## config.mk

```make
export PLATFORM = sky130hd
export DESIGN_NAME = bsu_top
export DESIGN_NICKNAME = d
export VERILOG_FILES = /design/src/bsu_cmp.v /design/src/bsu_top.v
export VERILOG_INCLUDE_DIRS = /design/src /design/src/pkg
export SDC_FILE = /design/constraint.sdc
export NUM_CORES = 1
export LEC_CHECK = 0
export BUFFER_PORTS_ARGS = -buffer_cell sky130_fd_sc_hd__buf_2
export CELL_PAD_IN_SITES_DETAIL_PLACEMENT = 1
export CELL_PAD_IN_SITES_GLOBAL_PLACEMENT = 1
export CORE_ASPECT_RATIO = 1.1
export CORE_MARGIN = 3
export CORE_UTILIZATION = 35
export DETAILED_ROUTE_END_ITERATION = 16
export PLACE_DENSITY_LB_ADDON = 0.3
export REMOVE_ABC_BUFFERS = 1
export SETUP_SLACK_MARGIN = 0.4
export SYNTH_ARGS = -nofsm -noshare
export SYNTH_HDL_FRONTEND = slang
export SYNTH_SLANG_ARGS = --single-unit
```

## constraint.sdc

```tcl
create_clock -name clk -period 3.28 [get_ports clk]
set_input_delay 0.164 -clock clk [delete_from_list [all_inputs] [get_ports clk]]
set_output_delay 0.164 -clock clk [all_outputs]
set_load 0.005 [all_outputs]
```

## src/pkg/bsu_defines.vh

```
// constants for the branch and skip unit
// Functional notes
// - compare immediate sets flags, discards difference
// - skip on register bit clear
// - skip on register bit set
// - skip on i/o bit clear
// - skip on i/o bit set, any length
// - branch if chosen flag set, pc+k+1
// - branch if chosen flag clear, 1/2 cycles
// - carry branches, no flags altered
// - same-or-higher/lower reuse carry test
// - signed ge/lt branches keep flags unchanged
// - half carry branches on H flag
`ifndef BSU_DEFINES_VH
`define BSU_DEFINES_VH
// operation codes presented by decode
`define BSU_OP_NONE       5'h00
`define BSU_OP_CMPI       5'h01
`define BSU_OP_CMPC       5'h02
`define BSU_OP_SKRC       5'h03
`define BSU_OP_SKRS       5'h04
`define BSU_OP_SKIC       5'h05
`define BSU_OP_SKIS       5'h06
`define BSU_OP_BFS        5'h07
`define BSU_OP_BFC        5'h08
`define BSU_OP_BNE        5'h09
`define BSU_OP_BCS        5'h0A
`define BSU_OP_BCC        5'h0B
`define BSU_OP_BSH        5'h0C
`define BSU_OP_BLO        5'h0D
`define BSU_OP_BMI        5'h0E
`define BSU_OP_BPL        5'h0F
`define BSU_OP_BGE        5'h10
`define BSU_OP_BLT        5'h11
`define BSU_OP_BHS        5'h12
`define BSU_OP_BHC        5'h13
`define BSU_OP_BTS        5'h14
// status flag bit positions
`define BSU_FLG_C         0
`define BSU_FLG_Z         1
`define BSU_FLG_N         2
`define BSU_FLG_V         3
`define BSU_FLG_S         4
`define BSU_FLG_H         5
`define BSU_FLG_T         6
`define BSU_FLG_I         7
// pc advance amounts in words
`define BSU_PC_STEP       2'h1
`define BSU_SKIP_SHORT    2'h2
`define BSU_SKIP_LONG     2'h3
// cycles an operation takes
`define BSU_CYC_ONE       2'h1
`define BSU_CYC_TWO       2'h2
`define BSU_CYC_THREE     2'h3
`endif

```

## src/bsu_cmp.v

```verilog
// flag computation for the compare operations
`timescale 1ns/1ps
`default_nettype none
module bsu_cmp #(
	parameter W = 8
) (
	input  wire [W-1:0] dst,     // destination operand
	input  wire [W-1:0] src,     // constant or source register
	input  wire         cin,     // borrow in (compare with carry)
	input  wire         zin,     // previous zero flag
	input  wire         chain,   // 1: zero flag chains from zin
	output wire [W-1:0] diff,    // difference, not stored
	output wire         f_z,     // zero
	output wire         f_n,     // negative
	output wire         f_v,     // overflow
	output wire         f_c,     // carry (borrow)
	output wire         f_h      // half carry
);
	wire [W:0] full;
	// subtract with borrow, keep borrow out
	assign full = {1'b0, dst} - {1'b0, src} - {{W{1'b0}}, cin};
	assign diff = full[W-1:0];
	assign f_n  = diff[W-1];
	assign f_c  = (~dst[W-1] & src[W-1]) | (src[W-1] & diff[W-1]) | (diff[W-1] & ~dst[W-1]);
	assign f_h  = (~dst[3] & src[3]) | (src[3] & diff[3]) | (diff[3] & ~dst[3]);
	assign f_v  = (dst[W-1] & ~src[W-1] & ~diff[W-1]) | (~dst[W-1] & src[W-1] & diff[W-1]);
	assign f_z  = (diff == {W{1'b0}}) & (~chain | zin);
endmodule
`default_nettype wire

```

## src/bsu_top.v

```verilog
// branch, skip and compare control-flow unit of the core
`timescale 1ns/1ps
`default_nettype none
`include "bsu_defines.vh"
module bsu_top #(
	parameter PCW = 16
) (
	input  wire           clk,          // core clock, 200 MHz
	input  wire           sys_rst,      // synchronous reset, active high
	input  wire           op_valid,     // decoded operation present, one cycle
	input  wire [4:0]     op_code,      // operation code
	input  wire [PCW-1:0] pc_in,        // address of the current instruction
	input  wire [6:0]     rel_k,        // signed branch offset
	input  wire [2:0]     sel_bit,      // bit or flag select
	input  wire [7:0]     reg_data,     // destination / tested register
	input  wire [7:0]     imm_data,     // constant or second register
	input  wire [7:0]     io_data,      // addressed i/o register value
	input  wire           next_long,    // following instruction is two words
	input  wire [7:0]     flags_in,     // current status flags
	output reg            pc_load,      // pulse: load pc with pc_next
	output reg  [PCW-1:0] pc_next,      // new program counter
	output reg  [1:0]     op_cycles,    // cycles this operation takes
	output reg            flags_we,     // pulse: write flags_out
	output reg  [7:0]     flags_out,    // updated status flags
	output reg            busy          // high while extra cycles run
);
	wire       cz, cn, cv, cc, ch;
	reg        take;
	reg        is_br;
	reg        is_skip;
	reg        is_cmp;
	reg  [1:0] stall_r;
	wire       fs;
	wire       cmp_carry;

	assign cmp_carry = (op_code == `BSU_OP_CMPC);
	assign fs  = flags_in[`BSU_FLG_N] ^ flags_in[`BSU_FLG_V];

	// flag arithmetic; difference is never stored
	bsu_cmp #(.W(8)) u_cmp (
		.dst   (reg_data),
		.src   (imm_data),
		.cin   (cmp_carry & flags_in[`BSU_FLG_C]),
		.zin   (flags_in[`BSU_FLG_Z]),
		.chain (cmp_carry),
		.diff  (),             // difference is never stored
		.f_z   (cz),
		.f_n   (cn),
		.f_v   (cv),
		.f_c   (cc),
		.f_h   (ch)
	);

	// condition decode per operation
	always @* begin
		take    = 1'b0;
		is_br   = 1'b0;
		is_skip = 1'b0;
		is_cmp  = 1'b0;
		case (op_code)
			`BSU_OP_CMPI, `BSU_OP_CMPC: begin
				is_cmp = 1'b1;
			end
			`BSU_OP_SKRC: begin
				is_skip = 1'b1;
				take    = ~reg_data[sel_bit];
			end
			`BSU_OP_SKRS: begin
				is_skip = 1'b1;
				take    = reg_data[sel_bit];
			end
			`BSU_OP_SKIC: begin
				is_skip = 1'b1;
				take    = ~io_data[sel_bit];
			end
			`BSU_OP_SKIS: begin
				is_skip = 1'b1;
				take    = io_data[sel_bit];
			end
			`BSU_OP_BFS: begin
				is_br = 1'b1;
				take  = flags_in[sel_bit];
			end
			`BSU_OP_BFC: begin
				is_br = 1'b1;
				take  = ~flags_in[sel_bit];
			end
			`BSU_OP_BNE: begin
				is_br = 1'b1;
				take  = ~flags_in[`BSU_FLG_Z];
			end
			`BSU_OP_BCS, `BSU_OP_BLO: begin
				is_br = 1'b1;
				take  = flags_in[`BSU_FLG_C];
			end
			`BSU_OP_BCC, `BSU_OP_BSH: begin
				is_br = 1'b1;
				take  = ~flags_in[`BSU_FLG_C];
			end
			`BSU_OP_BMI: begin
				is_br = 1'b1;
				take  = flags_in[`BSU_FLG_N];
			end
			`BSU_OP_BPL: begin
				is_br = 1'b1;
				take  = ~flags_in[`BSU_FLG_N];
			end
			`BSU_OP_BGE: begin
				is_br = 1'b1;
				take  = ~fs;
			end
			`BSU_OP_BLT: begin
				is_br = 1'b1;
				take  = fs;
			end
			`BSU_OP_BHS: begin
				is_br = 1'b1;
				take  = flags_in[`BSU_FLG_H];
			end
			`BSU_OP_BHC: begin
				is_br = 1'b1;
				take  = ~flags_in[`BSU_FLG_H];
			end
			`BSU_OP_BTS: begin
				is_br = 1'b1;
				take  = flags_in[`BSU_FLG_T];
			end
			default: begin
				take = 1'b0;
			end
		endcase
	end

	// signed offset widened to pc width
	wire [PCW-1:0] k_ext;
	assign k_ext = {{(PCW-7){rel_k[6]}}, rel_k};

	// candidate program counter values, all at pc width
	wire [PCW-1:0] pc_step;
	wire [PCW-1:0] pc_branch;
	wire [PCW-1:0] pc_skip;
	assign pc_step   = pc_in + {{(PCW-2){1'b0}}, `BSU_PC_STEP};
	assign pc_branch = pc_step + k_ext;
	assign pc_skip   = pc_in + {{(PCW-2){1'b0}}, (next_long ? `BSU_SKIP_LONG : `BSU_SKIP_SHORT)};

	// a skip over a two-word instruction costs one cycle more
	wire [1:0] skip_cycles;
	assign skip_cycles = next_long ? `BSU_CYC_THREE : `BSU_CYC_TWO;

	// compare result image: Z N V C H and S change, T and I pass
	wire [7:0] cmp_flags;
	assign cmp_flags = {flags_in[7:6], ch, cn ^ cv, cv, cn, cz, cc};

	// next values of the registered outputs and of the stall counter
	reg            pc_load_nxt;
	reg  [PCW-1:0] pc_next_nxt;
	reg  [1:0]     op_cycles_nxt;
	reg            flags_we_nxt;
	reg  [7:0]     flags_out_nxt;
	reg            busy_nxt;
	reg  [1:0]     stall_nxt;

	// pc_next, op_cycles and flags_out hold unless an op is accepted; pc_load and flags_we clear, busy clears except during a stall
	always @* begin
		pc_load_nxt   = 1'b0;
		pc_next_nxt   = pc_next;
		op_cycles_nxt = op_cycles;
		flags_we_nxt  = 1'b0;
		flags_out_nxt = flags_out;
		busy_nxt      = 1'b0;
		stall_nxt     = 2'h0;
		if (stall_r != 2'h0) begin
			// extra cycles of a taken branch or skip; requests are ignored
			stall_nxt = stall_r - 2'h1;
			busy_nxt  = (stall_r != 2'h1);
		end else if (op_valid) begin
			// every accepted op loads the pc, a plain step by default
			pc_load_nxt   = 1'b1;
			pc_next_nxt   = pc_step;
			op_cycles_nxt = `BSU_CYC_ONE;
			if (is_cmp) begin
				flags_we_nxt  = 1'b1;
				flags_out_nxt = cmp_flags;
			end
			if (is_br && take) begin
				// pc + k + 1, two cycles, flags untouched
				pc_next_nxt   = pc_branch;
				op_cycles_nxt = `BSU_CYC_TWO;
				stall_nxt     = `BSU_CYC_TWO - `BSU_CYC_ONE;
				busy_nxt      = 1'b1;
			end
			if (is_skip && take) begin
				// skip one or two words: pc + 2 or 3
				pc_next_nxt   = pc_skip;
				op_cycles_nxt = skip_cycles;
				stall_nxt     = skip_cycles - `BSU_CYC_ONE;
				busy_nxt      = 1'b1;
			end
		end
	end

	// registered outputs; every output leaves from a flip-flop
	always @(posedge clk) begin
		if (sys_rst) begin
			pc_load   <= 1'b0;
			pc_next   <= {PCW{1'b0}};
			op_cycles <= 2'h0;
			flags_we  <= 1'b0;
			flags_out <= 8'h00;
			busy      <= 1'b0;
			stall_r   <= 2'h0;
		end else begin
			pc_load   <= pc_load_nxt;
			pc_next   <= pc_next_nxt;
			op_cycles <= op_cycles_nxt;
			flags_we  <= flags_we_nxt;
			flags_out <= flags_out_nxt;
			busy      <= busy_nxt;
			stall_r   <= stall_nxt;
		end
	end
endmodule
`default_nettype wire

```

==> results of run 1 <==
Yosys cell counts, types with 6 or more instances:
cell      count  area share [%]
o31ai_1       6             1.3
inv_1        32             3.4
nand4_1       7             1.2
a211oi_1      7             1.5
nand2_1      34             3.6
mux2i_1      15             4.2
ha_1         32              11
a21oi_1      27             3.8
xor2_1       19             4.7
o211ai_1      6             1.3
a21o_1        6             1.3
dfxtp_1      31              17
xnor2_1      26             6.4
a31oi_1       8             1.4
o21ai_0      27             3.8
nor2_1       19             2.0
nand3_1      21             3.0
clkbuf_1     16             1.7
and3_1        7             1.2
nor3_1        9             1.3
worst min-delay path by stage:
stage,slack [ns],end,cells after the start
3_5_place_dp,0.45,flags_out[7],3
3_3_place_gp,0.44,flags_out[7],3
5_1_grt,0.18,flags_out[7],3
4_1_cts,0.14,flags_out[7],3
2_1_floorplan,0.23,pc_next[5],1
6_report,0.15,flags_out[7],3
through the flow:
step	hold WS, ns	area, µm²	total power [mW]	util, %
floorplan	0.233	3450	0.791	-
global placement	0.437	4160	1.01	43.2
detailed placement	0.448	4160	1.03	43.2
CTS	0.141	4260	1.39	44.2
global route	0.183	4300	1.48	44.7
finish	0.146	4300	1.38	44.7
cells by family after synthesis:
| kind of cell | share of synthesized area, % |
|---|---|
| simple gates | 20.0 |
| compound gates | 23.1 |
| buf+inv | 6.39 |
| xor+xnor | 11.1 |
| fa+ha+maj | 12.9 |
| flops | 17.4 |
| mux | 9.07 |
per-layer routing:
metal  vias to the layer above  part of all wire, %  track usage, %
li1                       1838                    -               -
met1                      1845                   44            28.1
met2                        93                   50            37.6
met3                        16                  3.9            2.38
met4                         0                  1.6            5.42
met5                         -                    0               0
worst max-delay path, stage by stage:
cell,delay [ns]
buf_2,0.17
and4_4,0.28
and4_1,0.23
buf_4,0.17
xor2_1,0.20
ha_1,0.31
and3_1,0.19
a311o_1,0.41
a211oi_2,0.24
mux2i_1,0.26
xnor2_1,0.10
a311oi_1,0.25
sequential cells by signal, summed over array words and instances (netlist names):
| name | cells |
|---|---|
| flags_we | 1 |
| busy | 1 |
| pc_load | 1 |
| pc_next | 16 |
| op_cycles | 2 |
| flags_out | 8 |
| stall_r | 2 |
power groups by stage:
stage | clock [mW] | sequential (mW) | combinational (mW)
finish | 0.356 | 0.418 | 0.609
global route | 0.380 | 0.422 | 0.675
CTS | 0.369 | 0.418 | 0.604
detailed placement | 0 | 0.427 | 0.600
global placement | 0 | 0.426 | 0.582
floorplan | 0 | 0.428 | 0.363
final cells by class:
| class | instances | area [µm²] |
|---|---|---|
| repair buffers | 105 | 551 |
| clock buffers | 7 | 96.3 |
| multi-input cells | 362 | 2760 |
| flip-flops and latches | 31 | 621 |
| clock inverters | 1 | 7.51 |
| fillers | 1241 | 5330 |
| well taps | 117 | 146 |
| inverters | 32 | 120 |
repair_timing:
| action | in CTS | in global routing |
|---|---|---|
| setup endpoints to repair | 0 | 5 |
| hold buffers | 0 | 0 |
| resized for setup | 0 | 11 |
==> metrics, run 1 <==
outcome=finished clean; initial antenna violation count=0; final std cells w/o fill=655; Synth Instances=448; Post-synth EDFFs=0; worst setup slack after layout=about 0.5 ns; r2r worst-path depth=6; Int Pwr=around 0.86 mW; Num CTS Buffers=5; Crit Path Category=input pin to flop; global route total overflow=0; Worst-Skew Late Latency=0.29 ns; # IOs=96; synthesis-to-finish area growth=20.8%; Setup crit end=pc_next[15]; Slew @ Worst Pin=about 0.76 ns; placed cells=647; Netlist cell types=65; asr flop ratio synth=0%; clock share of power=25.7%; Die Span X=~100 µm; Setup Buffers After CTS=0; final worst path period share=between 80% and 90%; pwr/cell area=321 mW/mm²; Synth Cell Area=0.00356 mm²; Synth Flop Type=dfxtp_1; clk sinks=31; Crit. Startpoint=pc_in[2]; peak supply drop=0.149 mV; CTS tree=yes; Slew Limit Fails=0; via count=3,792; max cap viols=0; Lkg Pwr=1.97 nW; setup TNS=0 ns; core box area=between 0.009 and 0.01 mm²; Buffers on Ports=95; Placer Congestion=0.892; Post-Route WL=12,400 µm; Hold Vio Cnt, Final=0; FP Rows=37; RSZ-0062 raised after global routing=yes; diode count=0; CP arrival=2.98 ns; clock root buffer=clkbuf_8; Final setup viols=0; First-pass DRT Iterations=4; R2R Path End=flags_out[1]; initial drt markers=71; switching share of power=37.7%; Psw=0.521 mW; Antenna Nets Post-Route=0; Sequential Power Share=30.2%; logic gate share of total power=44.0%; worst hold path startpoint=flags_in[7]; first-pass GRT wire length=19,800 µm; sequential area share after synthesis=17.4%; DR vias/cell=a little under 6; most frequent cells in the layout=buf_2 (95), nand2_1 (34), inv_1 (32), ha_1 (31), dfxtp_1 (31); wire length per cell=18.9 µm; CTS Buffer Depth=2; layout cells sized above 1=25.7%; crit path time final=2.77 ns; Critical R2R Launch=stall_r[1]; crit path capture type=flop; fmax=~360 MHz; reg-to-reg setup timing slack=1.41 ns; Crit path required time=3.49 ns; clk slew on worst S/H paths=0.07 ns; Final Skew=0.00290 ns; GRT Util Overall=21.6%; # nets final=639; CP Launch Type=input pin; DRC Markers=0; crit-path max FO=9; H-tree depth=2; yosys warns=0; Starting Density=37.0%; flop and latch count out of synthesis=31; Place WS=0.147 ns; vias in the first global route=slightly below 4,000; relative slew slack=49.2%; Avg Inst Size Synth=7.95 µm²; DP HPWL=10,100 µm; worst hold path type=input pin to flop; Die Height=112 µm; die area=between 0.01 and 0.015 mm²; largest net degree at the start of global routing=15; most common cell after layout, fill and taps aside=buf_2
Note: power is estimated with default switching activity, not from simulation.
==> inputs of run 2 (changes only) <==
CORE_UTILIZATION = 39   (was 35)
clock period = 2.6 ns   (was 3.28 ns; I/O delays follow)
==> metrics, run 2 (synthesis gave the netlist of run 1 again) <==
Starting Density=41.3% (was 37.0%); placed cells=706 (was 647); H-tree depth=2 (unchanged); reg-to-reg setup timing slack=0.43 ns (was 1.41 ns); Layout Utilization=65.1% (was 44.7%); layout cells sized above 1=47.8% (was 25.7%); crit-path max FO=9 (unchanged); most frequent cells in the layout=buf_4 (93), buf_2 (88), dfxtp_1 (31), inv_1 (30), nand2_1 (27) (was buf_2 (95), nand2_1 (34), inv_1 (32), ha_1 (31), dfxtp_1 (31)); Slew Limit Fails=0 (unchanged); Post-Route WL=21,700 µm (was 12,400 µm); Hold Vio Cnt, Final=0 (unchanged); global route total overflow=0 (unchanged); Crit Path Category=input pin to flop (unchanged); R2R Path End=flags_out[2] (was flags_out[1]); outcome=complete, but fails checks (was finished clean); wire length per cell=29.2 µm (was 18.9 µm); final worst path period share=108%; violated checks=setup timing; peak supply drop=0.264 mV (was 0.149 mV); Lkg Pwr=2.59 nW (was 1.97 nW); fmax=356 MHz; CTS tree=yes (unchanged); FP Rows=35 (was 37); Worst-Skew Late Latency=0.33 ns (was 0.29 ns); DR vias/cell=6.72 (was 5.79); clk slew on worst S/H paths=0.09 ns (was 0.07 ns); RSZ-0062 raised after global routing=yes (unchanged); synthesis-to-finish area growth=57.8% (was 20.8%); Die Height=106 µm (was 112 µm); delay-heaviest family, CP=compound AO/OA/AOI/OAI gates (unchanged); initial drt markers=321 (was 71); Crit. Startpoint=pc_in[7] (was pc_in[2]); Worst path max stage delay=0.43 ns (was 0.41 ns); Filler cells=1,029 (was 1,241); Antenna Nets Post-Route=0 (unchanged); crit path capture type=flop (unchanged); Worst Hold End=flags_out[0] (was flags_out[7]); DP HPWL=11,700 µm (was 10,100 µm); CTS Hold Buffers Added=0 (unchanged); WHS Path Cells=3 (unchanged); critical path's slowest cell=a311o_1 (unchanged); worst hold path type=input pin to flop (unchanged); CTS Buffer Depth=2 (unchanged); max FFs per register=16 (unchanged); register area=621 µm² (unchanged); first-pass GRT wire length=27,000 µm (was 19,800 µm); Final Skew=0.0144 ns (was 0.00290 ns); First-pass DRT Iterations=5 (was 4); most common cell after layout, fill and taps aside=buf_4 (was buf_2); Multi-input gate area=0.00329 mm² (was 0.00276 mm²); largest net degree at the start of global routing=16 (was 15); CP Launch Type=input pin (unchanged); pwr/cell area=394 mW/mm² (was 321 mW/mm²); GRT Util Overall=33.1% (was 21.6%); # IOs=96 (unchanged); crit path time final=2.81 ns; setup TNS=-0.269 ns (was 0 ns); worst hold path startpoint=imm_data[7] (was flags_in[7]); max cap viols=0 (unchanged); relative slew slack=48.1% (was 49.2%); Tot Pwr=2.22 mW (was 1.38 mW); Final setup viols=2 (was 0); Buffers on Ports=95 (unchanged); CP arrival=3.03 ns (was 2.98 ns); CP bufs+invs=3 (was 2); Num CTS Buffers=5 (unchanged); top flop regs=pc_next: 16 flops, flags_out: 8 flops (unchanged); # nets final=733 (was 639); diode count=0 (unchanged); die area=0.0103 mm² (was 0.0114 mm²); Biggest register=pc_next (unchanged); Die Span X=97.1 µm (was 102 µm); clock root buffer=clkbuf_8 (unchanged); Crit path required time=2.82 ns (was 3.49 ns); final std cells w/o fill=743 (was 655); worst setup slack after layout=-0.211 ns (was 0.509 ns); clk sinks=31 (unchanged); DRC Markers=0 (unchanged); core box area=0.00863 mm² (was 0.00963 mm²); initial antenna violation count=0 (unchanged); Place WS=-0.381 ns (was 0.147 ns); Placer Congestion=0.927 (was 0.892); Slew @ Worst Pin=0.776 ns (was 0.759 ns); vias in the first global route=5,116 (was 3,928); via count=4,991 (was 3,792); critical-path cell list=buf_2, buf_4, nand4_1, xnor2_2, ha_1, buf_6, and3_4, a311o_1, a211oi_2, mux2i_1, xnor2_1, a311oi_2 (was buf_2, and4_4, and4_1, buf_4, xor2_1, ha_1, and3_1, a311o_1, a211oi_2, mux2i_1, xnor2_1, a311oi_1); r2r worst-path depth=5 (was 6); Critical R2R Launch=stall_r[0] (was stall_r[1])
[run 2: cell types whose count changed in the layout (fill, tap and decap cells not counted), sizes merged]
cell      delta
buf         +94
clkinv       +3
clkbuf       -2
clkinvlp     -1
[run 2: cell type report]
class,instances,share of cell area [%]
multi-input cells,362,58.5
repair buffers,199,24.3
flip-flops and latches,31,11.0
well taps,111,2.47
inverters,32,2.14
clock buffers,5,1.22
clock inverters,3,0.267
[run 2: worst register-to-register path, delay by kind of cell (launching register included)]
family | cells | cell delay [ns]
buf+inv | 1 | 0.24
simple gates | 3 | 1.21
flops | 1 | 0.38
mux | 1 | 0.22
[run 2: how the worst max path moves through the flow]
stage,endpoint,slack [ns],cells after the start
2_1_floorplan,pc_next[15],-0.08,11
3_3_place_gp,flags_out[3],-0.24,13
3_5_place_dp,flags_out[3],-0.38,13
4_1_cts,pc_next[15],0.19,12
5_1_grt,pc_next[15],-0.25,12
6_report,pc_next[15],-0.21,12
[run 2: per-layer routing]
| metal | vias up | wire, µm | global-route usage [%] |
|---|---|---|---|
| met1 | 2431 | 7570 | 33.4 |
| li1 | 2019 | - | - |
| met4 | 0 | 1920 | 20.9 |
| met3 | 169 | 1390 | 6.96 |
| met5 | - | 0 | 0 |
| met2 | 372 | 10800 | 61.5 |
[run 2: repair_timing]
item | 4_1_cts | 5_1_grt
endpoints found under the setup margin | 25 | 23
resized for setup | 68 | 68
buffers inserted | 16 | 13
pin swaps | 38 | 46
[run 2: metrics by stage]
step	hold slack (ns)	instance area, µm²
3_3_place_gp	0.391	4660
4_1_cts	0.162	5180
2_1_floorplan	0.199	3450
6_report	0.153	5620
5_1_grt	0.165	5620
3_5_place_dp	0.448	4660
[run 2: report_power, final]
| part | leakage [nW] | internal (mW) | switching, mW |
|---|---|---|---|
| sequential | 0.254 | 0.510 | 0.0244 |
| clock | 0.0477 | 0.184 | 0.244 |
| combinational | 2.29 | 0.565 | 0.689 |
| total | 2.59 | 1.26 | 0.958 |
